===== src/fcd_pkg.sv =====
// Constants, command bytes and state codes of the flash command decoder.
// Assumes a single 200 MHz clock shared by every module of the block.
package fcd_pkg;
  localparam int          AW            = 16;
  localparam int          DW            = 16;
  localparam int          NMAIN         = 8;
  localparam int          NSEC          = 4;
  localparam int          NSECT         = NMAIN + NSEC;
  localparam int          TW            = 16;
  localparam logic [1:0]  STROBE_IDLE   = 2'h3;
  localparam logic [11:0] ADDR_UNLK1    = 12'hAAA;
  localparam logic [11:0] ADDR_UNLK2    = 12'h554;
  localparam logic [7:0]  INFO_ID_OFS   = 8'h02;
  localparam logic [7:0]  INFO_PROT_OFS = 8'h04;
  localparam logic [7:0]  CMD_UNLK1     = 8'hAA;
  localparam logic [7:0]  CMD_UNLK2     = 8'h55;
  localparam logic [7:0]  CMD_INFO      = 8'h90;
  localparam logic [7:0]  CMD_PROG      = 8'hA0;
  localparam logic [7:0]  CMD_ERASE     = 8'h80;
  localparam logic [7:0]  CMD_SECT      = 8'h30;
  localparam logic [7:0]  CMD_RESUME    = CMD_SECT;
  localparam logic [7:0]  CMD_BULK      = 8'h10;
  localparam logic [7:0]  CMD_SUSP      = 8'hB0;
  localparam logic [7:0]  CMD_RESET     = 8'hF0;
  localparam logic [7:0]  CMD_BYPASS    = 8'h20;
  localparam logic [7:0]  CMD_BYP_EXIT  = 8'h00;
  localparam logic [7:0]  PROT_NO       = 8'h00;
  localparam logic [7:0]  PROT_YES      = 8'h01;
  localparam int          CLK_MHZ       = 200;
  localparam int          ERASE_WIN_US  = 80;
  localparam int          PROT_REV_US   = 100;
  localparam int          ERASE_WIN_CYC = ERASE_WIN_US * CLK_MHZ;
  localparam int          PROT_REV_CYC  = PROT_REV_US * CLK_MHZ;
  localparam int          IBT_CYC       = 2048;

  typedef enum logic [11:0] {
    ST_READ  = 12'h001,
    ST_C1    = 12'h002,
    ST_C2    = 12'h004,
    ST_PROG  = 12'h008,
    ST_E1    = 12'h010,
    ST_E2    = 12'h020,
    ST_E3    = 12'h040,
    ST_EQ    = 12'h080,
    ST_INFO  = 12'h100,
    ST_BYP   = 12'h200,
    ST_BPROG = 12'h400,
    ST_BRST  = 12'h800
  } fcd_state_t;
endpackage : fcd_pkg


===== src/fcd_bus_if.sv =====
// Synchronised microcontroller bus cycle as seen by the decoder.
// Driven only by the pin synchroniser, read only by the decoder.
`timescale 1ns/1ps
`default_nettype none
interface fcd_bus_if;
  import fcd_pkg::*;
  logic             wr_n;
  logic             rd_n;
  logic             byte_wr;
  logic [AW-1:0]    addr;
  logic [DW-1:0]    data;
  logic [NSECT-1:0] sel;
  modport src (output wr_n, rd_n, byte_wr, addr, data, sel);
  modport dst (input wr_n, rd_n, byte_wr, addr, data, sel);
endinterface : fcd_bus_if
`default_nettype wire


===== src/fcd_pin_sync.sv =====
// Two-stage synchroniser for the bus pins and the sector selects.
// Assumes address, data and selects are stable around the strobe edges.
`timescale 1ns/1ps
`default_nettype none
module fcd_pin_sync
  import fcd_pkg::*;
(
  input  wire logic             clk_i,
  input  wire logic             rstn_i,
  input  wire logic             wr_n_i,
  input  wire logic             rd_n_i,
  input  wire logic             byte_i,
  input  wire logic [AW-1:0]    addr_i,
  input  wire logic [DW-1:0]    data_i,
  input  wire logic [NSECT-1:0] sel_i,
  fcd_bus_if.src                bus
);
  localparam int W = 3 + AW + DW + NSECT;

  typedef struct packed {
    logic [W-1:0] m;
    logic [W-1:0] o;
  } fcd_sync_t;

  fcd_sync_t s_q;
  fcd_sync_t s_d;

  // Selects also pass both stages so they stay aligned with the strobes.
  always_comb
  begin
    s_d   = s_q;
    s_d.m = {wr_n_i, rd_n_i, byte_i, addr_i, data_i, sel_i};
    s_d.o = s_q.m;
  end

  always_ff @(posedge clk_i)
  begin
    if (!rstn_i)
    begin
      s_q <= {STROBE_IDLE, {(W - 2){1'b0}}, STROBE_IDLE, {(W - 2){1'b0}}};
    end
    else
    begin
      s_q <= s_d;
    end
  end

  assign {bus.wr_n, bus.rd_n, bus.byte_wr, bus.addr, bus.data, bus.sel} = s_q.o;
endmodule : fcd_pin_sync
`default_nettype wire


===== src/fcd_timer.sv =====
// Reloadable down-counter that pulses once when its interval runs out.
// Assumes N is at least one; a load in the firing cycle restarts it.
`timescale 1ns/1ps
`default_nettype none
module fcd_timer
  import fcd_pkg::*;
#(
  parameter logic [TW-1:0] N = TW'(IBT_CYC)
)
(
  input  wire logic clk_i,
  input  wire logic rstn_i,
  input  wire logic load_i,
  input  wire logic clear_i,
  output logic      fire_o
);
  typedef struct packed {
    logic [TW-1:0] cnt;
  } fcd_tmr_t;

  fcd_tmr_t s_q;
  fcd_tmr_t s_d;

  always_comb
  begin
    s_d = s_q;
    if (load_i)
    begin
      s_d.cnt = N;
    end
    else if (clear_i)
    begin
      s_d.cnt = '0;
    end
    else if (s_q.cnt != '0)
    begin
      s_d.cnt = s_q.cnt - 1'b1;
    end
  end

  always_ff @(posedge clk_i)
  begin
    if (!rstn_i)
    begin
      s_q <= '0;
    end
    else
    begin
      s_q <= s_d;
    end
  end

  assign fire_o = (s_q.cnt == TW'(1)) & ~load_i & ~clear_i;
endmodule : fcd_timer
`default_nettype wire


===== src/fcd_top.sv =====
// Flash command decoder: turns bus write sequences into flash operations.
// Assumes an embedded algorithm engine reports busy and done beside it.
// What this block does
// RULE1 - Decode bytes in sequence, execute when complete
// RULE2 - Bad sequence or time-out returns to read, or to bypass from bypass mode
// RULE3 - Sequences open with AA@AAA, 55@554
// RULE4 - Match only the low twelve address bits
// RULE5 - Master holds the sector select every cycle
// RULE6 - Route to the array whose select is active
// RULE7 - Info read at 02 gives main identifier
// RULE8 - Info read at 04 gives protection bit
// RULE9 - Program: unlock, A0@AAA, then data word
// RULE10 - Address at strobe fall, data at rise
// RULE11 - Erase: unlock, 80, unlock, 30 or 10
// RULE12 - More sectors queue within the window
// RULE13 - B0 suspends only a running sector erase
// RULE14 - 30 resumes only while erase is suspended
// RULE15 - Suspended erase allows reads and other programs
// RULE16 - F0 returns to read-array mode, except in bypass mode
// RULE17 - Bypass mode: A0 then data programs
// RULE18 - Bypass left by 90 then 00
// RULE19 - Plain reads return the array in read mode
// RULE20 - Command bytes even except in bypass mode, program word even
// RULE21 - Reset starts in read-array mode
// RULE22 - Master keeps selects and strobe idle at power-up
// RULE23 - Master never commands the array it runs from
// RULE24 - Protected targets are ignored, status reverts later; a protected program shows no busy, only an all-protected erase holds BUSY_O
// RULE25 - Inter-byte time-out is a restartable counter
// RULE26 - While busy only erase suspend is taken
`timescale 1ns/1ps
`default_nettype none
module fcd_top
  import fcd_pkg::*;
#(
  parameter int unsigned   IBT_CYCLES       = IBT_CYC,
  parameter int unsigned   ERASE_WIN_CYCLES = ERASE_WIN_CYC,
  parameter int unsigned   PROT_REV_CYCLES  = PROT_REV_CYC,
  // Identifier value is arbitrary.
  parameter logic [7:0]    MAIN_ID_CODE     = 8'h5A
)
(
  input  wire logic                     CLOCK_I,
  input  wire logic                     RSTN_I,
  input  wire logic                     WR_N_I,
  input  wire logic                     RD_N_I,
  input  wire logic                     BYTE_I,
  input  wire logic [fcd_pkg::AW-1:0]   ADDR_I,
  input  wire logic [fcd_pkg::DW-1:0]   DATA_I,
  input  wire logic [fcd_pkg::NMAIN-1:0] MAIN_SECTOR_SELECTS_I,
  input  wire logic [fcd_pkg::NSEC-1:0] SECONDARY_SECTOR_SELECTS_I,
  input  wire logic [fcd_pkg::NSECT-1:0] PROTECT_I,
  input  wire logic                     ALG_BUSY_I,
  input  wire logic                     ALG_DONE_I,
  output logic                          PROG_GO_O,
  output logic [fcd_pkg::AW-1:0]        PROGRAM_TARGET_ADDRESS_O,
  output logic [fcd_pkg::DW-1:0]        PROGRAM_WORD_O,
  output logic                          PROG_SECONDARY_O,
  output logic                          ERASE_GO_O,
  output logic                          ERASE_BULK_O,
  output logic [fcd_pkg::NSECT-1:0]     ERASE_MASK_O,
  output logic                          SUSPEND_GO_O,
  output logic                          RESUME_GO_O,
  output logic                          SUSPENDED_O,
  output logic                          READ_ARRAY_O,
  output logic                          ARRAY_RD_O,
  output logic                          INFO_OE_O,
  output logic [7:0]                    INFO_DATA_O,
  output logic                          BUSY_O
);
  typedef struct packed {
    fcd_state_t       st;
    logic             wrp;
    logic [AW-1:0]    a;
    logic [NSECT-1:0] sm;
    logic             prun;
    logic             erasing;
    logic             bulk;
    logic             susp;
    logic             pwait;
    logic [NSECT-1:0] emask;
    logic             pgo;
    logic             ego;
    logic             sgo;
    logic             rgo;
    logic             psec;
    logic [AW-1:0]    pa;
    logic [DW-1:0]    pw;
    logic             iboe;
    logic             ardo;
    logic [7:0]       info;
  } fcd_regs_t;

  fcd_bus_if b ();
  fcd_regs_t s_q;
  fcd_regs_t s_d;
  logic [7:0]       d;
  logic             wr_rise;
  logic             cyc_ok;
  logic             word_ok;
  logic             rej;
  logic             mid;
  logic             byp_side;
  logic             go_erase;
  logic [NSECT-1:0] go_mask;
  logic             ld_ibt;
  logic             ld_win;
  logic             ld_prv;
  logic             ibt_fire;
  logic             win_fire;
  logic             prv_fire;
  logic             rd_main;

  function automatic logic at(input logic [AW-1:0] a, input logic [11:0] k);
    at = (a[11:0] == k); // RULE4
  endfunction : at

  fcd_pin_sync u_sync (
    .clk_i  (CLOCK_I),
    .rstn_i (RSTN_I),
    .wr_n_i (WR_N_I),
    .rd_n_i (RD_N_I),
    .byte_i (BYTE_I),
    .addr_i (ADDR_I),
    .data_i (DATA_I),
    .sel_i  ({SECONDARY_SECTOR_SELECTS_I, MAIN_SECTOR_SELECTS_I}),
    .bus    (b)
  );

  fcd_timer #(.N(TW'(IBT_CYCLES))) u_ibt (
    .clk_i (CLOCK_I), .rstn_i (RSTN_I), .load_i (ld_ibt),
    .clear_i (s_q.st == ST_READ), .fire_o (ibt_fire)
  ); // RULE25
  fcd_timer #(.N(TW'(ERASE_WIN_CYCLES))) u_win (
    .clk_i (CLOCK_I), .rstn_i (RSTN_I), .load_i (ld_win),
    .clear_i (1'b0), .fire_o (win_fire)
  );
  fcd_timer #(.N(TW'(PROT_REV_CYCLES))) u_prv (
    .clk_i (CLOCK_I), .rstn_i (RSTN_I), .load_i (ld_prv),
    .clear_i (1'b0), .fire_o (prv_fire)
  );

  assign d        = b.data[7:0];
  assign wr_rise  = ~s_q.wrp & b.wr_n;
  assign cyc_ok   = b.byte_wr & ~s_q.a[0]; // RULE20
  assign word_ok  = ~b.byte_wr & ~s_q.a[0]; // RULE20
  // A running or faked operation must not be disturbed by a new sequence.
  assign rej      = ALG_BUSY_I | s_q.pwait | s_q.prun; // RULE26
  assign byp_side = (s_q.st == ST_BPROG) | (s_q.st == ST_BRST);
  assign mid      = |(s_q.st & (ST_C1 | ST_C2 | ST_PROG | ST_E1 | ST_E2 | ST_E3 | ST_BPROG | ST_BRST));
  assign rd_main  = |b.sel[NMAIN-1:0];

  always_comb
  begin
    s_d      = s_q;
    s_d.pgo  = 1'b0;
    s_d.ego  = 1'b0;
    s_d.sgo  = 1'b0;
    s_d.rgo  = 1'b0;
    s_d.wrp  = b.wr_n;
    go_erase = 1'b0;
    go_mask  = '0;
    ld_ibt   = 1'b0;
    ld_win   = 1'b0;
    ld_prv   = 1'b0;
    if (s_q.wrp & ~b.wr_n)
    begin
      s_d.a  = b.addr; // RULE10
      s_d.sm = b.sel;
    end
    if (ALG_DONE_I)
    begin
      if (s_q.prun)
      begin
        s_d.prun = 1'b0;
      end
      else if (!s_q.susp)
      begin
        s_d.erasing = 1'b0;
        s_d.bulk    = 1'b0;
        s_d.emask   = '0;
      end
    end
    if (prv_fire)
    begin
      s_d.pwait = 1'b0; // RULE24
    end
    if (ibt_fire && mid)
    begin
      s_d.st = byp_side ? ST_BYP : ST_READ; // RULE2
    end
    if (win_fire && s_q.st == ST_EQ)
    begin
      go_erase = 1'b1; // RULE12
      go_mask  = s_q.emask;
      s_d.st   = ST_READ;
    end
    // Writes without any sector select are not flash cycles at all.
    if (wr_rise && |s_q.sm) // RULE5
    begin
      ld_ibt = 1'b1; // RULE25
      if (cyc_ok && d == CMD_SUSP)
      begin
        if (s_q.erasing && !s_q.bulk && !s_q.susp)
        begin
          s_d.sgo  = 1'b1; // RULE13
          s_d.susp = 1'b1;
        end
      end
      else if (!rej)
      begin
        if (cyc_ok && d == CMD_RESET && !byp_side && s_q.st != ST_BYP)
        begin
          s_d.st = ST_READ; // RULE16
        end
        else
        begin
          case (s_q.st) // RULE1
            ST_READ, ST_INFO:
            begin
              if (cyc_ok && d == CMD_UNLK1 && at(s_q.a, ADDR_UNLK1))
              begin
                s_d.st = ST_C1; // RULE3
              end
              else if (cyc_ok && s_q.susp && d == CMD_RESUME)
              begin
                s_d.rgo  = 1'b1; // RULE14
                s_d.susp = 1'b0;
              end
            end
            ST_C1:
            begin
              s_d.st = (cyc_ok && d == CMD_UNLK2 && at(s_q.a, ADDR_UNLK2)) ? ST_C2 : ST_READ;
            end
            ST_C2:
            begin
              s_d.st = ST_READ; // RULE2
              if (cyc_ok && at(s_q.a, ADDR_UNLK1))
              begin
                if (d == CMD_INFO)
                begin
                  s_d.st = ST_INFO; // RULE15
                end
                else if (d == CMD_PROG)
                begin
                  s_d.st = ST_PROG; // RULE9
                end
                else if (d == CMD_ERASE && !s_q.susp)
                begin
                  s_d.st = ST_E1; // RULE11
                end
                else if (d == CMD_BYPASS && !s_q.susp)
                begin
                  s_d.st = ST_BYP; // RULE17
                end
              end
            end
            ST_PROG, ST_BPROG:
            begin
              s_d.st = (s_q.st == ST_PROG) ? ST_READ : ST_BYP;
              // Protected targets and sectors under suspended erase are ignored.
              if (word_ok && !(|(s_q.sm & PROTECT_I)) && !(s_q.susp && |(s_q.sm & s_q.emask)))
              begin
                s_d.pgo  = 1'b1; // RULE24
                s_d.prun = 1'b1; // RULE15
                s_d.pa   = s_q.a;
                s_d.pw   = b.data; // RULE10
                s_d.psec = ~(|s_q.sm[NMAIN-1:0]); // RULE6
              end
            end
            ST_E1:
            begin
              s_d.st = (cyc_ok && d == CMD_UNLK1 && at(s_q.a, ADDR_UNLK1)) ? ST_E2 : ST_READ;
            end
            ST_E2:
            begin
              s_d.st = (cyc_ok && d == CMD_UNLK2 && at(s_q.a, ADDR_UNLK2)) ? ST_E3 : ST_READ;
            end
            ST_E3:
            begin
              s_d.st = ST_READ;
              if (cyc_ok && d == CMD_SECT)
              begin
                s_d.st    = ST_EQ; // RULE11
                s_d.emask = s_q.sm;
                ld_win    = 1'b1;
              end
              else if (cyc_ok && d == CMD_BULK && at(s_q.a, ADDR_UNLK1))
              begin
                go_erase = 1'b1;
                s_d.bulk = 1'b1;
                go_mask  = (|s_q.sm[NMAIN-1:0]) ? {{NSEC{1'b0}}, {NMAIN{1'b1}}}
                                                : {{NSEC{1'b1}}, {NMAIN{1'b0}}}; // RULE6
              end
            end
            ST_EQ:
            begin
              if (cyc_ok && d == CMD_SECT)
              begin
                s_d.emask = s_q.emask | s_q.sm; // RULE12
                ld_win    = 1'b1;
              end
              else
              begin
                s_d.st    = ST_READ;
                s_d.emask = '0;
              end
            end
            ST_BYP:
            begin
              if (d == CMD_PROG)
              begin
                s_d.st = ST_BPROG; // RULE17
              end
              else if (d == CMD_INFO)
              begin
                s_d.st = ST_BRST; // RULE18
              end
            end
            ST_BRST:
            begin
              s_d.st = (d == CMD_BYP_EXIT) ? ST_READ : ST_BYP; // RULE18
            end
            default:
            begin
              s_d.st = ST_READ;
            end
          endcase
        end
      end
    end
    if (go_erase)
    begin
      if (|(go_mask & ~PROTECT_I))
      begin
        s_d.ego     = 1'b1;
        s_d.erasing = 1'b1;
        s_d.emask   = go_mask & ~PROTECT_I;
      end
      else
      begin
        s_d.pwait = 1'b1; // RULE24
        s_d.bulk  = 1'b0;
        s_d.emask = '0;
        ld_prv    = 1'b1;
      end
    end
    s_d.ardo = ~b.rd_n & |b.sel & (s_q.st != ST_INFO); // RULE19
    s_d.iboe = 1'b0;
    s_d.info = PROT_NO;
    if (~b.rd_n && s_q.st == ST_INFO)
    begin
      if (b.addr[7:0] == INFO_ID_OFS && rd_main)
      begin
        s_d.iboe = 1'b1; // RULE7
        s_d.info = MAIN_ID_CODE;
      end
      else if (b.addr[7:0] == INFO_PROT_OFS && |b.sel)
      begin
        s_d.iboe = 1'b1; // RULE8
        s_d.info = |(b.sel & PROTECT_I) ? PROT_YES : PROT_NO;
      end
    end
  end

  always_ff @(posedge CLOCK_I)
  begin
    if (!RSTN_I)
    begin
      s_q     <= '0;
      s_q.st  <= ST_READ; // RULE21
      s_q.wrp <= 1'b1;
    end
    else
    begin
      s_q <= s_d;
    end
  end

  assign PROG_GO_O                = s_q.pgo;
  assign PROGRAM_TARGET_ADDRESS_O = s_q.pa;
  assign PROGRAM_WORD_O           = s_q.pw;
  assign PROG_SECONDARY_O         = s_q.psec;
  assign ERASE_GO_O               = s_q.ego;
  assign ERASE_BULK_O             = s_q.bulk;
  assign ERASE_MASK_O             = s_q.emask;
  assign SUSPEND_GO_O             = s_q.sgo;
  assign RESUME_GO_O              = s_q.rgo;
  assign SUSPENDED_O              = s_q.susp;
  assign READ_ARRAY_O             = (s_q.st == ST_READ);
  assign ARRAY_RD_O               = s_q.ardo;
  assign INFO_OE_O                = s_q.iboe;
  assign INFO_DATA_O              = s_q.info;
  assign BUSY_O                   = ALG_BUSY_I | s_q.pwait;

  property p_reset_read;
    @(posedge CLOCK_I) disable iff (!RSTN_I) $rose(RSTN_I) |-> READ_ARRAY_O;
  endproperty
  a_reset_read: assert property (p_reset_read) else $error("not in read mode after reset"); // RULE21

  property p_timeout;
    @(posedge CLOCK_I) disable iff (!RSTN_I)
      (ibt_fire && mid && !wr_rise) |=> (s_q.st == ST_READ || s_q.st == ST_BYP);
  endproperty
  a_timeout: assert property (p_timeout) else $error("time-out did not abandon sequence"); // RULE2

  property p_suspend;
    @(posedge CLOCK_I) disable iff (!RSTN_I)
      SUSPEND_GO_O |-> $past(s_q.erasing) && !$past(s_q.bulk) && !$past(s_q.susp) && SUSPENDED_O;
  endproperty
  a_suspend: assert property (p_suspend) else $error("suspend outside sector erase"); // RULE13

  property p_resume;
    @(posedge CLOCK_I) disable iff (!RSTN_I) RESUME_GO_O |-> $past(s_q.susp) && !SUSPENDED_O;
  endproperty
  a_resume: assert property (p_resume) else $error("resume outside suspend"); // RULE14

  property p_busy_reject;
    @(posedge CLOCK_I) disable iff (!RSTN_I) PROG_GO_O |-> !$past(ALG_BUSY_I) && !$past(s_q.prun);
  endproperty
  a_busy_reject: assert property (p_busy_reject) else $error("program taken while busy"); // RULE26

  property p_prog_protect;
    @(posedge CLOCK_I) disable iff (!RSTN_I) PROG_GO_O |-> !$past(|(s_q.sm & PROTECT_I));
  endproperty
  a_prog_protect: assert property (p_prog_protect) else $error("protected sector programmed"); // RULE24

  property p_prog_seq;
    @(posedge CLOCK_I) disable iff (!RSTN_I)
      PROG_GO_O |-> $past(s_q.st == ST_PROG || s_q.st == ST_BPROG) && $past(wr_rise);
  endproperty
  a_prog_seq: assert property (p_prog_seq) else $error("program without full sequence"); // RULE17

  property p_main_id;
    @(posedge CLOCK_I) disable iff (!RSTN_I)
      (s_q.st == ST_INFO && !b.rd_n && b.addr[7:0] == INFO_ID_OFS && rd_main)
      |=> INFO_OE_O && INFO_DATA_O == MAIN_ID_CODE;
  endproperty
  a_main_id: assert property (p_main_id) else $error("identifier read wrong"); // RULE7

  property p_reset_cmd;
    @(posedge CLOCK_I) disable iff (!RSTN_I)
      (wr_rise && |s_q.sm && cyc_ok && d == CMD_RESET && !rej && !byp_side && s_q.st != ST_BYP)
      |=> READ_ARRAY_O;
  endproperty
  a_reset_cmd: assert property (p_reset_cmd) else $error("reset command ignored"); // RULE16
endmodule : fcd_top
`default_nettype wire


===== config.mk =====
export PLATFORM = sky130hd
export DESIGN_NAME = fcd_top
export DESIGN_NICKNAME = d
export VERILOG_FILES = /design/src/fcd_pkg.sv /design/src/fcd_bus_if.sv /design/src/fcd_pin_sync.sv /design/src/fcd_timer.sv /design/src/fcd_top.sv
export SDC_FILE = /design/constraint.sdc
export NUM_CORES = 1
export LEC_CHECK = 0
export BUFFER_PORTS_ARGS = -buffer_cell sky130_fd_sc_hd__buf_2
export CORE_MARGIN = 5
export CORE_UTILIZATION = 62
export DETAILED_ROUTE_END_ITERATION = 6
export PLACE_DENSITY = 0.82
export SETUP_SLACK_MARGIN = 0.2
export SYNTH_ARGS = -nofsm -noshare
export SYNTH_HDL_FRONTEND = slang
export SYNTH_SLANG_ARGS = --single-unit

===== constraint.sdc =====
create_clock -name CLOCK_I -period 6 [get_ports CLOCK_I]
set_clock_uncertainty 0.15 [all_clocks]
set_input_delay 0.9 -clock CLOCK_I [delete_from_list [all_inputs] [get_ports CLOCK_I]]
set_output_delay 0.9 -clock CLOCK_I [all_outputs]
set_load 0.01 [all_outputs]

==> results of run 1 <==
-- power by group --
part	total, mW	leakage [nW]	internal [mW]	switching [mW]
Combinational	0.573	2.03	0.258	0.316
Sequential	1.78	1.97	1.70	0.0798
Clock	1.58	0.415	0.947	0.635
Total	3.94	4.41	2.91	1.03
-- Yosys cell counts, types with 13 or more instances --
cell type  number
nand4_1        13
dfxtp_1       241
clkbuf_1       39
or3_1          13
mux2i_1        33
xor2_1         17
nand2b_1       21
buf_4          56
xnor2_1        26
and2_1         94
nand3_1        19
nor2_1        112
nor2b_1        13
nand2_1       105
nor3_1         39
a21oi_1        59
a22oi_1        23
nor4_1         27
o21ai_0        26
-- kinds of logic (layout without fill, tap and decap cells) --
logic type	count (synthesis)	in the layout	synth area share [%]
DFF	241	241	47.5
xor gates and xnor gates	43	43	3.71
buffers and inverters	116	183	6.49
AOI/OAI and AO/OA	180	180	11.4
other	1	3	0.0369
muxes	33	33	3.25
adders and majority gates	6	6	0.739
and+or+nand+nor	513	513	26.8
-- registers in the layout, summed over array words and instances, names as in the netlist, 2 cells and up --
signal / count
ERASE_MASK_O: 12
INFO_DATA_O: 2
PROGRAM_TARGET_ADDRESS_O: 16
PROGRAM_WORD_O: 16
s_q: 44
u_ibt.s_q: 16
u_prv.s_q: 16
u_sync.bus.addr: 16
u_sync.bus.data: 16
u_sync.bus.sel: 12
u_sync.s_d: 47
u_win.s_q: 16
-- worst max-delay path, stage by stage, from the launching register on --
cell     delay, ns
dfxtp_1       0.35
or4_1         0.56
or4b_1        0.60
nor3_1        0.86
o31a_1        0.29
nor2_1        0.07
or3_1         0.40
nor4_2        0.77
nor2_1        0.11
-- per-stage QoR --
step / utilization [%] / instances
3_5_place_dp: 65.6 / 1376
2_1_floorplan: - / 1135
6_report: 70.8 / 1418
5_1_grt: 70.8 / 1418
3_3_place_gp: 65.6 / 1376
4_1_cts: 70.8 / 1418
-- path summary, 6_finish.rpt --
path	start	end	slack, ns	cells after the start
worst min register to register	u_sync.s_d[45]$_SDFF_PN1_	u_sync.bus.rd_n$_SDFF_PN1_	0.26	1
worst max-delay path	u_win.s_q[10]$_SDFFE_PN0P_	u_prv.s_q[3]$_SDFFE_PP0P_	1.68	8
worst min-delay path	u_sync.s_d[45]$_SDFF_PN1_	u_sync.bus.rd_n$_SDFF_PN1_	0.26	1
worst max register to register	u_win.s_q[10]$_SDFFE_PN0P_	u_prv.s_q[3]$_SDFFE_PP0P_	1.68	8
-- layer usage --
| layer | up-vias | global-route usage [%] |
|---|---|---|
| met4 | 0 | 10.5 |
| met1 | 3830 | 32.3 |
| met5 | - | 0 |
| met2 | 342 | 38.7 |
| met3 | 105 | 4.83 |
| li1 | 4000 | - |
-- area by class of cell --
class / instances / area share [%]
timing repair buffer: 128 / 5.79
sequential: 241 / 42.6
inverter: 13 / 0.431
multi-input combinational: 778 / 41.4
clock inverter: 13 / 1.70
tap: 216 / 2.38
clock buffer: 29 / 5.73
==> results.sh, run 1 <==
export IMPL_status="finished, final reports clean"
export IMPL_seq_area_um2=4820
export IMPL_dpl_hpwl_mm=16.7
export IMPL_met1_length_mm=10.3
export IMPL_post_cts_buffers=0
export IMPL_nets=1255
export IMPL_rsz0062_at_grt="false"
export IMPL_power_mw=3.94
export IMPL_ir_worst_vdd_mv=0.228
export IMPL_num_vias=8277
export IMPL_min_period_ns=4.32
export IMPL_syn_to_final_growth_pct=11.5
export IMPL_drv_slew=0
export IMPL_root_buffer="clkbuf_16"
export IMPL_drive_above_1_share_pct=15.9
export IMPL_met3WireLength_mm=1.78
export IMPL_dpl_cell_area_um2=10500
export IMPL_yosysWarnings=0
export IMPL_grt_max_degree=105
export IMPL_synthFlopType="dfxtp_1"
export IMPL_clk_pin_slew_ns=0.07
export IMPL_drcViolationCount=0
export IMPL_setup_viol=0
export IMPL_wl_met2_mm=11.0
export IMPL_first_global_vias=7733
export IMPL_synth_seq_cells=241
export IMPL_track_usage_pct=24.3
export IMPL_cts_resized_gates=0
export IMPL_timing_hold_ws_ns=0.258
export IMPL_max_freq_mhz=232
export IMPL_cts_sinks=241
export IMPL_viasPerCell=5.84
export IMPL_die_x_um=138
export IMPL_clockBufferDepth=3
export IMPL_power_density_nw_per_um2=348
export IMPL_p_leak_nw=4.41
export IMPL_drtIter0Drc=711
export IMPL_crit_required_ns=6.23
export IMPL_drtAntennaViolNets=0
export IMPL_synth_edf_count=0
export IMPL_crit_fanout=12
export IMPL_cts_tree="done"
export IMPL_cts_max_level=1
export IMPL_min_period_over_period_pct=72.0
export IMPL_place_congestion=1.02
export IMPL_setup_tns_ns=0
export IMPL_yosysTopAreaCellShare_pct=47.5
export IMPL_syn_inst=1133
export IMPL_worst_slew_pin_slew_ns=1.15
export IMPL_io_pins=126
export IMPL_core_um2=16000
export IMPL_worstSetupPathType="reg2reg"
export IMPL_routed_wl_mm=24.3
export IMPL_holdCritPathClass="reg2reg"
export IMPL_die_area_um2=19000
export IMPL_cp_start_kind="register"
export IMPL_hold_violations=0
export IMPL_wl_per_cell_um=17.1
export IMPL_final_cell_mix="dfxtp_1 (241), buf_2 (122), nor2_1 (112)"
export IMPL_n_antenna_cell=0
export IMPL_async_reset_ff_share_pct=0
export IMPL_grt_overflow=0
export IMPL_multi_input_area_um2=4690
export IMPL_postLayoutCellArea_um2=11300
export IMPL_fp_row_count=46
export IMPL_final_common_cell="dfxtp_1"
export IMPL_numCtsBuffers=24
export IMPL_synth_area_top_cells="dfxtp_1 (47%), and2_1 (5.8%), buf_4 (4.1%)"
export IMPL_topRoutingLayerUsed="met4"
export IMPL_relSlewSlack_pct=23.0
export IMPL_dieHeight_um=138
export IMPL_synth_area_leader_cell="dfxtp_1"
export IMPL_grt_first_pass_wirelength_mm=39.4
export IMPL_netlist_area_um2=10200
export IMPL_ys_seq_area_share_pct=47.5
export IMPL_place_ws_ns=1.73
export IMPL_clock_latency_ns=0.54
export IMPL_cp_end_kind="register"
export IMPL_avgSynthCellArea_um2=8.97
export IMPL_port_buffers=122
export IMPL_drv_cap=0
export IMPL_fill_cells=1251
export IMPL_yosysUniqueCellTypes=71
export IMPL_firstDrtPassIters=5
export IMPL_cts_hold_buffers=0
export IMPL_crit_arrival_ns=4.54
export IMPL_fin_ws_ns=1.68
export IMPL_start_util_pct=63.5
export IMPL_antenna_found_initial=0
Power figures use the tool's default switching activity.
==> run 2: changes to the inputs <==
- CORE_UTILIZATION: 62 -> 58
- PLACE_DENSITY: 0.82 -> 0.78
- clock period: 6 -> 4.3 ns (I/O delays scaled with it)
==> results.sh, run 2 (synthesis gave the netlist of run 1 again) <==
export IMPL_dieHeight_um=142
export IMPL_cp_start_kind="register"
export IMPL_drtIter0Drc=751
export IMPL_firstDrtPassIters=5
export IMPL_grt_max_degree=101
export IMPL_cp_end_kind="register"
export IMPL_cts_resized_gates=0
export IMPL_grt_busiest_layer="met2"
export IMPL_viasPerCell=5.68
export IMPL_cts_max_level=1
export IMPL_drive_above_1_share_pct=16.1
export IMPL_dpl_cell_area_um2=10600
export IMPL_holdCritPathClass="in2reg"
export IMPL_root_buffer="clkbuf_16"
export IMPL_drtAntennaViolNets=0
export IMPL_port_buffers=122
export IMPL_worst_slew_pin_slew_ns=1.23
export IMPL_die_area_um2=20300
export IMPL_io_pins=126
export IMPL_setup_tns_ns=0
export IMPL_crit_required_ns=4.60
export IMPL_status="finished, final reports clean"
export IMPL_seq_area_um2=4820
export IMPL_n_antenna_cell=0
export IMPL_multi_input_area_um2=4690
export IMPL_wl_per_cell_um=16.8
export IMPL_postLayoutCellArea_um2=11400
export IMPL_fin_ws_ns=0.394
export IMPL_first_global_vias=7632
export IMPL_place_ws_ns=0.522
export IMPL_post_cts_buffers=0
export IMPL_relSlewSlack_pct=17.8
export IMPL_place_congestion=0.949
export IMPL_grt_first_pass_wirelength_mm=38.9
export IMPL_fp_row_count=48
export IMPL_start_util_pct=58.9
export IMPL_drv_slew=0
export IMPL_largest_register_ffs=47
export IMPL_met3_usage_pct=3.90
export IMPL_cp_num_buf_inv=0
export IMPL_power_density_nw_per_um2=476
export IMPL_crit_path_cell_trace="or4_1 > nor3_4 > a31oi_1 > o311ai_0 > a21oi_1 > or4_4 > or4_4 > o21ai_0"
export IMPL_grt_overflow=0
export IMPL_clockBufferDepth=3
export IMPL_clock_latency_ns=0.53
export IMPL_cts_sinks=241
export IMPL_crit_family="simple AND/OR/NAND/NOR gates"
export IMPL_track_usage_pct=23.2
export IMPL_syn_to_final_growth_pct=12.1
export IMPL_num_vias=8138
export IMPL_nets=1263
export IMPL_setup_viol=0
export IMPL_drcViolationCount=0
export IMPL_drv_cap=0
export IMPL_grt_use_met1_pct=31.2
export IMPL_hold_violations=0
export IMPL_cts_tree="done"
export IMPL_fill_cells=1405
export IMPL_antenna_found_initial=0
export IMPL_power_mw=5.42
export IMPL_cp_slowest_cell="or4_1"
export IMPL_placed_cells=1393
export IMPL_critPathMostFrequentCell="or4_4"
export IMPL_final_common_cell="dfxtp_1"
export IMPL_p_leak_nw=4.44
export IMPL_routed_wl_mm=24.2
export IMPL_max_freq_mhz=256
export IMPL_numCtsBuffers=24
export IMPL_crit_arrival_ns=4.20
export IMPL_slowest_delay_ns=0.70
export IMPL_timing_hold_ws_ns=0.155
export IMPL_globalRouteMet2Util_pct=39.1
export IMPL_worstSetupPathType="reg2reg"
export IMPL_dpl_hpwl_mm=16.9
export IMPL_min_period_ns=3.91
export IMPL_crit_fanout=13
export IMPL_min_period_over_period_pct=90.8
export IMPL_clk_pin_slew_ns=0.06
export IMPL_final_cell_mix="dfxtp_1 (241), buf_2 (122), nor2_1 (112)"
export IMPL_rsz0062_at_grt="false"
export IMPL_ir_worst_vdd_mv=0.400
export IMPL_final_cells=1434
export IMPL_core_um2=17200
export IMPL_cts_hold_buffers=0
export IMPL_die_x_um=142
export IMPL_fin_util_pct=66.0
run 2: power by group:
| group | switching, mW | leakage (nW) | total, mW | internal, mW |
|---|---|---|---|---|
| sequential | 0.114 | 1.97 | 2.49 | 2.38 |
| combinational | 0.456 | 2.08 | 0.819 | 0.363 |
| clock | 0.851 | 0.396 | 2.11 | 1.26 |
| total | 1.42 | 4.44 | 5.42 | 4.00 |
run 2: cell type report:
type,instances,share of cell area [%]
Sequential cell,241,42.4
Multi-Input combinational cell,778,41.2
Tap cell,225,2.47
Inverter,13,0.429
Timing Repair Buffer,136,6.40
Clock inverter,6,0.956
Clock buffer,35,6.17
run 2: final timing paths:
| kind | depth (start not counted) | endpoint | slack, ns | start |
|---|---|---|---|---|
| worst max-delay path | 8 | u_prv.s_q[14]$_SDFFE_PN0P_ | 0.39 | s_q[100]$_SDFF_PN0_ |
| worst min-delay path | 2 | u_sync.s_d[46]$_SDFF_PN1_ | 0.16 | WR_N_I |
| worst max register to register | 8 | u_prv.s_q[14]$_SDFFE_PN0P_ | 0.39 | s_q[100]$_SDFF_PN0_ |
| worst min register to register | 1 | u_sync.bus.rd_n$_SDFF_PN1_ | 0.26 | u_sync.s_d[45]$_SDFF_PN1_ |
run 2: worst reg2reg max path, delay by kind of cell (launching register included):
kind            cells  cell delay [ns]
compound gates      4             1.20
flops               1             0.39
simple gates        4             2.08
run 2: routing by layer:
metal | part of all wire [%] | up-vias
met5 | 0 | -
met4 | 2.3 | 0
met3 | 6.6 | 48
met2 | 47 | 304
met1 | 44 | 3787
li1 | - | 3999
